### src/rtl/mps_pkg.sv
// constants, operation and condition codes for the paging and stack core
// assumes a single 125 MHz system clock shared by every user of the package
package mps_pkg;
  localparam int MPS_PC_W = 14;
  localparam int MPS_OFS_W = 11;
  localparam int MPS_PAGE_W = MPS_PC_W - MPS_OFS_W;
  localparam int MPS_ROM_WORDS = 16384;
  localparam int MPS_PAGE_WORDS = 2048;
  localparam int MPS_STACK_DEPTH = 16;
  localparam int MPS_STACK_W = 49;
  localparam int MPS_CTX_W = MPS_STACK_W - MPS_PC_W;
  localparam int MPS_PTR_W = 4;
  localparam int MPS_NIB_W = 4;
  localparam int MPS_TAB_W = 16;
  localparam int MPS_TABLE_ELEMS = 65536;
  localparam int MPS_RAM_NIBBLES = 2048;
  localparam int MPS_BANK_NIBBLES = 128;
  localparam int MPS_RAM_ADDR_W = 11;
  localparam int MPS_IND_SEL_W = 3;
  localparam int MPS_IND_PAGE_NIBBLES = 16;
  localparam int MPS_WR_ADDR_W = 8;
  localparam int MPS_WR_PAGE_NIBBLES = 16;
  // field positions
  localparam int MPS_IND_RSVD_BIT = 3;
  localparam int MPS_BANK_LSB = 7;
  localparam int MPS_IND_LSB = 4;
  localparam int MPS_WR_LSB = 4;
  // reset values
  localparam logic [MPS_PC_W-1:0] MPS_PC_RESET = 14'h0000;
  localparam logic [MPS_NIB_W-1:0] MPS_REG_RESET = 4'h0;
  localparam logic [MPS_PTR_W-1:0] MPS_PTR_RESET = 4'h0;
  localparam logic [MPS_CTX_W-1:0] MPS_CTX_RESET = 35'h0;
  localparam logic [MPS_TAB_W-1:0] MPS_TAB_RESET = 16'h0000;
  // in-page steps of the program counter
  localparam logic [MPS_OFS_W-1:0] MPS_STEP_ONE = 11'h001;
  localparam logic [MPS_OFS_W-1:0] MPS_STEP_TWO = 11'h002;

  typedef enum logic [4:0] {
    MPS_OP_IDLE = 5'h00, MPS_OP_STEP = 5'h01,
    MPS_OP_LOAD_PROG_PAGE = 5'h02, MPS_OP_LOAD_IND_PAGE = 5'h03,
    MPS_OP_LOAD_SCRATCH = 5'h04, MPS_OP_LOAD_BANK = 5'h05,
    MPS_OP_LOAD_TAB0 = 5'h06, MPS_OP_LOAD_TAB1 = 5'h07,
    MPS_OP_LOAD_TAB2 = 5'h08, MPS_OP_LOAD_TAB3 = 5'h09,
    MPS_OP_JUMP = 5'h0A, MPS_OP_CALL = 5'h0B, MPS_OP_INT_ENTRY = 5'h0C,
    MPS_OP_RETURN = 5'h0D, MPS_OP_BRANCH_JUMP = 5'h0E,
    MPS_OP_BRANCH_SKIP = 5'h0F, MPS_OP_TABLE_READ = 5'h10,
    MPS_OP_READ_CARRY = 5'h11, MPS_OP_AND = 5'h12, MPS_OP_XOR = 5'h13,
    MPS_OP_OR = 5'h14, MPS_OP_ADD = 5'h15, MPS_OP_ADC = 5'h16,
    MPS_OP_SUB = 5'h17, MPS_OP_SBC = 5'h18, MPS_OP_INC = 5'h19,
    MPS_OP_DEC = 5'h1A, MPS_OP_RRC = 5'h1B, MPS_OP_RLC = 5'h1C,
    MPS_OP_SHRC = 5'h1D, MPS_OP_SHLC = 5'h1E, MPS_OP_LOAD_ACC = 5'h1F
  } mps_op_t;

  typedef enum logic [3:0] {
    MPS_C_BIT0 = 4'h0, MPS_C_BIT1 = 4'h1, MPS_C_BIT2 = 4'h2,
    MPS_C_BIT3 = 4'h3, MPS_C_ZERO = 4'h4, MPS_C_NONZERO = 4'h5,
    MPS_C_CARRY = 4'h6, MPS_C_NOCARRY = 4'h7, MPS_C_DEC_ZERO = 4'h8,
    MPS_C_DEC_NONZERO = 4'h9
  } mps_cond_t;
endpackage

### src/rtl/mps_core.sv
// addressing core: return stack, program paging, table pointer, data
// bank and page selection, accumulator and flag-keeping unit
// assumes one operation per cycle on i_op from same-clock decode logic
// and a table ROM that answers i_table_data from o_table_addr at once
//
// Functional notes
// RULE1 - sixteen-deep last-in-first-out stack, each entry 49 bits
// RULE2 - calls and interrupt entries push the program counter automatically
// RULE3 - return pops the top entry back into the program counter
// RULE4 - beyond sixteen pushes the oldest entry is lost, no overflow flag
// RULE5 - 16384-word program space, eight 2048-word pages, 14-bit address
// RULE6 - jump and call take their page from the program page register
// RULE7 - conditional branches and skips never change the page bits
// RULE8 - table read fetches one nibble at the 16-bit lookup index
// RULE9 - lookup index is four nibbles, each loaded by its own operation
// RULE10 - 3-bit page code selects a 2048-word window, 111 is 3800H-3FFFH
// RULE11 - 2048-nibble RAM in sixteen 128-nibble banks chosen by bank reg
// RULE12 - bank value n starts the data range at n times 80H
// RULE13 - indirect page low bits pick a 16-nibble page; bit 3 reserved
// RULE14 - first two banks double as sixteen pages of working registers
// RULE15 - scratch page value n maps working registers to n times 10H
// RULE16 - immediate operands only combine with working registers
// RULE17 - 4-bit accumulator holds results and carries transfers
// RULE18 - unit does AND XOR OR, rotates, shifts, add sub inc dec
// RULE19 - carry and zero flags kept after each operation; carry readable
// RULE20 - branch tests: bits 0-3, zero, carry, and decrement-then-skip
// RULE21 - jump address is selected page above the 11-bit offset
module mps_core
  import mps_pkg::*;
(
  input wire logic i_clock,
  input wire logic i_reset,
  input wire mps_op_t i_op,
  input wire mps_cond_t i_cond,
  input wire logic [MPS_NIB_W-1:0] i_operand,
  input wire logic [MPS_NIB_W-1:0] i_imm,
  input wire logic i_use_imm,
  input wire logic i_operand_is_wr,
  input wire logic [MPS_OFS_W-1:0] i_offset,
  input wire logic [MPS_PC_W-1:0] i_vector,
  input wire logic [MPS_CTX_W-1:0] i_context,
  input wire logic [MPS_NIB_W-1:0] i_table_data,
  output logic [MPS_PC_W-1:0] o_pc,
  output logic [MPS_CTX_W-1:0] o_pop_context,
  output logic [MPS_NIB_W-1:0] o_program_page_reg,
  output logic [MPS_NIB_W-1:0] o_indirect_page_reg,
  output logic [MPS_NIB_W-1:0] o_scratch_page_reg,
  output logic [MPS_NIB_W-1:0] o_ram_bank_reg,
  output logic [MPS_NIB_W-1:0] o_acc,
  output logic o_carry_flag,
  output logic o_zero_flag,
  output logic [MPS_TAB_W-1:0] o_table_addr,
  output logic [MPS_RAM_ADDR_W-1:0] o_bank_base,
  output logic [MPS_RAM_ADDR_W-1:0] o_indirect_base,
  output logic [MPS_WR_ADDR_W-1:0] o_wr_base,
  output logic [MPS_NIB_W-1:0] o_result,
  output logic o_result_valid,
  output logic o_illegal
);

  // advance within the current page, leaving the page bits alone
  function automatic logic [MPS_PC_W-1:0] page_step(
    input logic [MPS_PC_W-1:0] pc, input logic [MPS_OFS_W-1:0] n);
    logic [MPS_OFS_W-1:0] ofs;
    ofs = pc[MPS_OFS_W-1:0] + n;
    return {pc[MPS_PC_W-1:MPS_OFS_W], ofs};
  endfunction

  // immediate-or-operand source selection, shared by loads and the alu
  function automatic logic [MPS_NIB_W-1:0] pick_src(
    input logic use_imm, input logic [MPS_NIB_W-1:0] imm,
    input logic [MPS_NIB_W-1:0] opnd);
    return use_imm ? imm : opnd;
  endfunction

  // stack storage and pointer to the next free slot
  logic [MPS_STACK_W-1:0] stack_mem [MPS_STACK_DEPTH];
  logic [MPS_PTR_W-1:0] stack_ptr;
  logic [MPS_NIB_W-1:0] tab_nib [4];
  logic [MPS_PC_W-1:0] next_pc;
  logic [MPS_NIB_W-1:0] next_acc;
  logic next_carry;
  logic next_zero;
  logic next_result_valid;
  logic [MPS_NIB_W-1:0] next_result;

  // operand decode; alu ops and accumulator loads refuse immediates unless aimed at a working reg
  wire logic imm_refused = i_use_imm && !i_operand_is_wr; // RULE16
  wire logic [MPS_NIB_W-1:0] src =
    pick_src(i_use_imm, i_imm, i_operand);
  wire logic is_alu = (i_op >= MPS_OP_AND) && (i_op <= MPS_OP_SHLC);
  wire logic is_load_reg = (i_op >= MPS_OP_LOAD_PROG_PAGE) &&
    (i_op <= MPS_OP_LOAD_BANK);
  wire logic is_load_tab = (i_op >= MPS_OP_LOAD_TAB0) &&
    (i_op <= MPS_OP_LOAD_TAB3);
  wire logic refuse = imm_refused && (is_alu || i_op == MPS_OP_LOAD_ACC);
  wire logic tab_refused = is_load_tab && i_use_imm; // RULE9
  wire logic is_branch = (i_op == MPS_OP_BRANCH_JUMP) ||
    (i_op == MPS_OP_BRANCH_SKIP);

  // stack read and write slots
  wire logic [MPS_PTR_W-1:0] top_idx = stack_ptr - 4'h1;
  wire logic [MPS_STACK_W-1:0] top_entry = stack_mem[top_idx];
  wire logic [MPS_PC_W-1:0] ret_pc = page_step(o_pc, MPS_STEP_ONE);
  wire logic do_push = (i_op == MPS_OP_CALL) ||
    (i_op == MPS_OP_INT_ENTRY); // RULE2
  // a call resumes after itself, an interrupt at the interrupted word
  wire logic [MPS_PC_W-1:0] push_pc =
    (i_op == MPS_OP_CALL) ? ret_pc : o_pc; // RULE2
  wire logic do_pop = (i_op == MPS_OP_RETURN); // RULE3

  // far target: selected page above the in-page offset
  wire logic [MPS_PAGE_W-1:0] target_page =
    o_program_page_reg[MPS_PAGE_W-1:0]; // RULE6 RULE10
  wire logic [MPS_PC_W-1:0] far_target = {target_page, i_offset}; // RULE21
  // near target keeps the page where the branch sits
  wire logic [MPS_PC_W-1:0] near_target =
    {o_pc[MPS_PC_W-1:MPS_OFS_W], i_offset}; // RULE7

  // decrement used by the decrement-then-skip tests
  wire logic [MPS_NIB_W:0] dec_wide = {1'b0, i_operand} - 5'h01;
  wire logic [MPS_NIB_W-1:0] dec_val = dec_wide[MPS_NIB_W-1:0];
  wire logic dec_is_zero = (dec_val == 4'h0);

  // branch condition evaluation
  logic cond_true;
  always_comb begin
    case (i_cond)
      MPS_C_BIT0: cond_true = i_operand[0]; // RULE20
      MPS_C_BIT1: cond_true = i_operand[1];
      MPS_C_BIT2: cond_true = i_operand[2];
      MPS_C_BIT3: cond_true = i_operand[3];
      MPS_C_ZERO: cond_true = o_zero_flag;
      MPS_C_NONZERO: cond_true = !o_zero_flag;
      MPS_C_CARRY: cond_true = o_carry_flag;
      MPS_C_NOCARRY: cond_true = !o_carry_flag;
      MPS_C_DEC_ZERO: cond_true = dec_is_zero; // RULE20
      MPS_C_DEC_NONZERO: cond_true = !dec_is_zero;
      default: cond_true = 1'b0;
    endcase
  end
  wire logic is_dec_cond = (i_cond == MPS_C_DEC_ZERO) ||
    (i_cond == MPS_C_DEC_NONZERO);

  // program counter selection
  always_comb begin
    next_pc = page_step(o_pc, MPS_STEP_ONE);
    case (i_op)
      MPS_OP_IDLE: next_pc = o_pc;
      MPS_OP_JUMP: next_pc = far_target; // RULE5 RULE6
      MPS_OP_CALL: next_pc = far_target; // RULE6
      MPS_OP_INT_ENTRY: next_pc = i_vector;
      MPS_OP_RETURN: next_pc = top_entry[MPS_PC_W-1:0]; // RULE3
      MPS_OP_BRANCH_JUMP: begin
        if (cond_true) begin
          next_pc = near_target; // RULE7
        end
      end
      MPS_OP_BRANCH_SKIP: begin
        if (cond_true) begin
          next_pc = page_step(o_pc, MPS_STEP_TWO); // RULE7
        end
      end
      default: next_pc = page_step(o_pc, MPS_STEP_ONE);
    endcase
  end

  // arithmetic and logic on accumulator and source operand
  logic [MPS_NIB_W:0] sum;
  always_comb begin
    sum = 5'h00;
    next_acc = o_acc;
    next_carry = o_carry_flag;
    next_zero = o_zero_flag;
    next_result = o_result;
    next_result_valid = 1'b0;
    case (i_op)
      MPS_OP_AND: sum = {o_carry_flag, o_acc & src}; // RULE18
      MPS_OP_XOR: sum = {o_carry_flag, o_acc ^ src};
      MPS_OP_OR: sum = {o_carry_flag, o_acc | src};
      MPS_OP_ADD: sum = {1'b0, o_acc} + {1'b0, src};
      MPS_OP_ADC: sum = {1'b0, o_acc} + {1'b0, src} + {4'h0, o_carry_flag};
      // carry set means no borrow
      MPS_OP_SUB: sum = {1'b1, o_acc} - {1'b0, src};
      MPS_OP_SBC: sum = {1'b1, o_acc} - {1'b0, src} - {4'h0, !o_carry_flag};
      MPS_OP_INC: sum = {1'b0, src} + 5'h01;
      MPS_OP_DEC: sum = {1'b1, src} - 5'h01;
      MPS_OP_RRC: sum = {src[0], o_carry_flag, src[3:1]};
      MPS_OP_RLC: sum = {src[3], src[2:0], o_carry_flag};
      MPS_OP_SHRC: sum = {src[0], 1'b0, src[3:1]};
      MPS_OP_SHLC: sum = {src[3], src[2:0], 1'b0};
      default: sum = 5'h00;
    endcase
    if (is_alu && !refuse) begin
      next_acc = sum[MPS_NIB_W-1:0]; // RULE17
      next_carry = sum[MPS_NIB_W]; // RULE19
      next_zero = (sum[MPS_NIB_W-1:0] == 4'h0); // RULE19
      next_result = sum[MPS_NIB_W-1:0];
      next_result_valid = 1'b1;
    end else if (i_op == MPS_OP_LOAD_ACC && !refuse) begin
      next_acc = src; // RULE17
      next_zero = (src == 4'h0);
    end else if (is_branch && is_dec_cond) begin
      // the decremented value goes back to its register via o_result
      next_result = dec_val; // RULE20
      next_result_valid = 1'b1;
      next_carry = !dec_wide[MPS_NIB_W]; // RULE19
      next_zero = dec_is_zero; // RULE19
    end else if (i_op == MPS_OP_TABLE_READ) begin
      next_result = i_table_data; // RULE8
      next_result_valid = 1'b1;
    end else if (i_op == MPS_OP_READ_CARRY) begin
      next_result = {3'h0, o_carry_flag}; // RULE19
      next_result_valid = 1'b1;
    end
  end

  // bases of the data windows derived from the selection registers
  logic [MPS_NIB_W-1:0] next_bank;
  logic [MPS_NIB_W-1:0] next_ind;
  logic [MPS_NIB_W-1:0] next_scratch;
  wire logic [MPS_RAM_ADDR_W-1:0] next_bank_base =
    {next_bank, 7'h00}; // RULE11 RULE12
  wire logic [MPS_RAM_ADDR_W-1:0] next_ind_base =
    {next_bank, next_ind[MPS_IND_SEL_W-1:0], 4'h0}; // RULE13
  wire logic [MPS_WR_ADDR_W-1:0] next_wr_base =
    {next_scratch, 4'h0}; // RULE14 RULE15
  assign next_bank = (i_op == MPS_OP_LOAD_BANK) ? src : o_ram_bank_reg;
  assign next_scratch =
    (i_op == MPS_OP_LOAD_SCRATCH) ? src : o_scratch_page_reg;
  // reserved bit is stored as zero and reads back as zero
  assign next_ind = (i_op == MPS_OP_LOAD_IND_PAGE) ?
    {1'b0, src[MPS_IND_SEL_W-1:0]} : o_indirect_page_reg; // RULE13

  // return stack, pointer wraps so the oldest slot is overwritten
  always_ff @(posedge i_clock or posedge i_reset) begin
    if (i_reset) begin
      stack_ptr <= MPS_PTR_RESET;
      o_pop_context <= MPS_CTX_RESET;
    end else if (do_push) begin
      stack_ptr <= stack_ptr + 4'h1; // RULE1 RULE4
    end else if (do_pop) begin
      stack_ptr <= top_idx; // RULE3
      o_pop_context <= top_entry[MPS_STACK_W-1:MPS_PC_W];
    end
  end

  // stack storage has no reset; unwritten slots are never popped usefully
  always_ff @(posedge i_clock) begin
    if (do_push) begin
      stack_mem[stack_ptr] <= {i_context, push_pc}; // RULE1 RULE2
    end
  end

  // slot of the lookup index nibble that a table load aims at
  wire logic [4:0] tab_ofs = i_op - MPS_OP_LOAD_TAB0;
  wire logic [1:0] tab_sel = tab_ofs[1:0];

  // lookup index nibbles, loaded one at a time from the register operand, never an immediate
  always_ff @(posedge i_clock or posedge i_reset) begin
    if (i_reset) begin
      for (int k = 0; k < 4; k++) begin
        tab_nib[k] <= MPS_REG_RESET;
      end
    end else if (is_load_tab && !tab_refused) begin
      tab_nib[tab_sel] <= i_operand; // RULE9
    end
  end
  assign o_table_addr = {tab_nib[3], tab_nib[2], tab_nib[1], tab_nib[0]};

  // page and bank selection registers with their derived bases
  always_ff @(posedge i_clock or posedge i_reset) begin
    if (i_reset) begin
      o_program_page_reg <= MPS_REG_RESET;
      o_indirect_page_reg <= MPS_REG_RESET;
      o_scratch_page_reg <= MPS_REG_RESET;
      o_ram_bank_reg <= MPS_REG_RESET;
      o_bank_base <= '0;
      o_indirect_base <= '0;
      o_wr_base <= '0;
    end else begin
      if (i_op == MPS_OP_LOAD_PROG_PAGE) begin
        o_program_page_reg <= src; // RULE6
      end
      o_indirect_page_reg <= next_ind;
      o_scratch_page_reg <= next_scratch; // RULE15
      o_ram_bank_reg <= next_bank; // RULE11
      o_bank_base <= next_bank_base;
      o_indirect_base <= next_ind_base;
      o_wr_base <= next_wr_base;
    end
  end

  // program counter, accumulator, flags and result port
  always_ff @(posedge i_clock or posedge i_reset) begin
    if (i_reset) begin
      o_pc <= MPS_PC_RESET;
      o_acc <= MPS_REG_RESET;
      o_carry_flag <= 1'b0;
      o_zero_flag <= 1'b0;
      o_result <= MPS_REG_RESET;
      o_result_valid <= 1'b0;
      o_illegal <= 1'b0;
    end else begin
      o_pc <= next_pc;
      o_acc <= next_acc;
      o_carry_flag <= next_carry;
      o_zero_flag <= next_zero;
      o_result <= next_result;
      o_result_valid <= next_result_valid;
      o_illegal <= refuse || tab_refused; // RULE16
    end
  end

endmodule // mps_core

### config.mk
export PLATFORM = sky130hd
export DESIGN_NAME = mps_core
export DESIGN_NICKNAME = d
export VERILOG_FILES = /design/src/rtl/mps_pkg.sv /design/src/rtl/mps_core.sv
export SDC_FILE = /design/constraint.sdc
export NUM_CORES = 1
export LEC_CHECK = 0
export BUFFER_PORTS_ARGS = -buffer_cell sky130_fd_sc_hd__buf_2
export CAP_MARGIN = 15
export CORE_MARGIN = 2
export CORE_UTILIZATION = 61
export CTS_CLUSTER_SIZE = 40
export DETAILED_ROUTE_END_ITERATION = 8
export PLACE_DENSITY = 0.8
export SETUP_SLACK_MARGIN = 0.15
export SYNTH_ARGS = -nofsm -noshare
export SYNTH_HDL_FRONTEND = slang
export SYNTH_SLANG_ARGS = --single-unit
### constraint.sdc
create_clock -name i_clock -period 7.7 [get_ports i_clock]
set_clock_uncertainty 0.2 [all_clocks]
set_input_delay 0 -clock i_clock [delete_from_list [all_inputs] [get_ports i_clock]]
set_output_delay 0 -clock i_clock [all_outputs]
set_load 0.01 [all_outputs]
==> flow_summary_export.csv <==
group,metric,value,unit
yosys,syn_inst,1950,
worst_setup_path,crit_path_end_kind,"flop",
yosys,synth_top_cell_by_area,"edfxtp_1",
die,start_util,61.5,%
pwr,powerDensity,360,mW/mm2
timing,finalHoldViolations,0,
detailed_routing,wl_per_cell,30.4,um
layout,fin_nets,2365,
grt,antenna_found_initial,3,
clock_tree,clockBufferDepth,3,
yosys,synth-xor-area-share,0.920,%
yosys,ys_top_cells_by_area,"edfxtp_1 (65%), mux4_2 (15%), dfrtp_1 (6.6%)",
yosys,synth_common_cells,"edfxtp_1 (784), mux4_2 (235), nand2_1 (198), dfrtp_1 (96), nor2_1 (60)",
detailed_routing,drc,0,
yosys,synthArstFlopShare,10.9,%
yosys,synth_ff_type,"edfxtp_1",
layout,drive_above_1_share,28.1,%
clock_tree,cts_tree,"done",
detailed_routing,viasPerCell,6.73,
clock_tree,path_clk_slew,60,ps
pwr,power_leakage,14.5,nW
layout,syn2layout_area_growth,15.7,%
yosys,synth_area,0.0362,mm2
detailed_routing,drtAntennaViolNets,0,
run,drv_cap,0,
die,die-area,0.0613,mm2
die,die_y,248,um
grt,grt_pass1_wl,138000,um
place,dp.cells,2826,
die,die_w,248,um
clock_tree,cts_setup_buffers,0,
clock_tree,cts_buffers,86,
worst_setup_path,start_kind,"flop",
outcome,status,"finished clean",
grt,grt_max_degree,70,
yosys,synth-simple-area-share,4.79,%
detailed_routing,firstDrtPassIters,7,
worst_setup_path,crit_required,8030,ps
yosys,synth_compound_gate_area_share,3.39,%
yosys,synth_edf_count,784,
layout,largest_register_ffs,784,
timing,fin_crit,5340,ps
clock_tree,clock_sinks,880,
timing,max_slew_margin,23.7,%
timing,setup_ws,2360,ps
clock_tree,htreeDepth,3,
clock_tree,cts-root-buf,"clkbuf_16",
pwr,power,15.1,mW
layout,final_cells,3098,
worst_hold_path,hold_class,"in -> reg",
layout,max_flop_register,"stack_mem",
place,io_buffers,191,
clock_tree,clkLatencyLatePin,640,ps
grt,grt_overflow,0,
detailed_routing,routed_wl,94300,um
timing,min_period_over_period,69.3,%
grt,grtUsageTotal,31.3,%
yosys,synth.yosys.seq_area_share,71.7,%
place,dp.final_hpwl,47700,um
grt,grt_pass1_vias,21200,
die,core_area,0.0588,mm2
timing,tightest_slew,1140,ps
timing,grt_setup_unrepaired,"no",
pwr,ir_drop,0.261,mV
detailed_routing,dr_total_vias,20900,
yosys,synthMuxAreaShare,15.7,%
place,gp_congestion,0.993,
yosys,yosysUniqueCellTypes,82,
yosys,synth_top_family_by_area,"multiplexers",
yosys,synthAdderAreaFrac,1.04,%
yosys,yosysMostFrequentCell,"edfxtp_1",
yosys,syn_avg_cell_area,18.6,um2
timing,finalMaxSlewViolations,0,
worst_setup_path,crit_path_max_fanout,68,
worst_setup_path,crit_type,"reg -> reg",
layout,fin_util,71.2,%
yosys,yosysTopAreaCellShare,65.1,%
timing,max_freq,187,MHz
die,io_pins,208,
detailed_routing,drt-initial-drc-count,2766,
die,rows,89,
yosys,synth_warnings,0,
place,pre_cts_ws,3210,ps
timing,setup_viol,0,
yosys,synth_seq_cells,880,
timing,finalSetupTns,0,ps
worst_setup_path,cp.arrival,5670,ps
worst max-delay path, cell delays in order, from the launching register on:
cell and delay, ps:
dfrtp_4 710, inv_1 250, ha_4 990, buf_4 610, mux4_2 390, mux2i_1 210, o22ai_1 150, a2111oi_0 420
dlygate4sd3_1 620, a31oi_1 70, dlygate4sd3_1 550
repair_timing:
item | in CTS | in global routing
resized for setup | 0 | 0
hold buffers | 102 | 0
endpoints found under the hold margin | 685 | 0
setup endpoints to repair | 0 | 0
layer usage:
metal	vias up	GRT usage [%]	wire, um
met2	1561	51.7	47200
met5	-	0	7
met3	253	5.90	9500
met4	2	13.0	3650
met1	10700	41.5	34000
li1	8379	-	-
cell type report:
cell class              count  area (um2)
diodes                      2        5.00
clock buffers             108        2380
clock inverters            52         566
fillers                  3428       16900
inverters                  30         115
multi-input cells         918        9580
flip-flops and latches    880       25900
well taps                 773         967
repair buffers            335        2300
cells by family (layout without fill, tap and decap cells):
logic type,after synthesis,in the layout
buffers and inverters,167,525
flip-flops,880,880
adder cells (fa/ha/maj),29,29
AO/OA/AOI/OAI,180,180
multiplexers,273,273
AND/OR/NAND/NOR,382,382
other,1,18
XOR/XNOR,38,38
metrics by stage:
step | cell area, um2 | hold WS [ps]
after floorplan | 36200 | -101
after global placement | 37800 | 45.0
after detailed placement | 37800 | 45.5
after CTS | 41800 | 12.4
after global routing | 41900 | 76.5
final | 41900 | 58.3
worst paths after layout:
path	start	endpoint	slack, ps	cells after the start
min	i_op[0]	o_indirect_base[4]	60	4
max in group asynchronous	i_reset	stack_ptr[0]	5540	5
min in group asynchronous	i_reset	o_table_addr[8]	540	4
max	stack_ptr[0]	o_pc[10]	2360	10
min reg2reg	o_pop_context[4]	o_pop_context[4]	280	2
max reg2reg	stack_ptr[0]	o_pc[10]	2360	10
where the power goes:
part	internal [mW]	switching [mW]
combinational	2.31	2.48
sequential	5.58	0.311
clock	2.54	1.84
total	10.4	4.62
layout by cell type, fill, tap and decap left out, types with 9 or more instances in the layout:
master         synthesis  final
xnor2_1               25     23
clkinv_1               0     17
xor2_1                13     13
mux4_2               235    235
a21oi_1               32     32
nand2_1              198    197
nor2_4                 0     12
nand2b_1              15     15
ha_1                  27     26
clkbuf_8               0     12
mux2_2                12     12
edfxtp_1             784    784
clkinv_2               0     15
conb_1                 1     16
clkbuf_16              0     87
mux2i_1               24     24
nor2_1                60     48
o22ai_1               11     11
dfrtp_1               96     95
inv_1                 28     27
clkbuf_1              45      9
dlygate4sd3_1          0    102
nand3_1               27     26
buf_2                 38    191
o21ai_0               53     53
bufinv_16              0     10
nor3_1                26     22
buf_4                 42     41
Power figures use the tool's default switching activity.
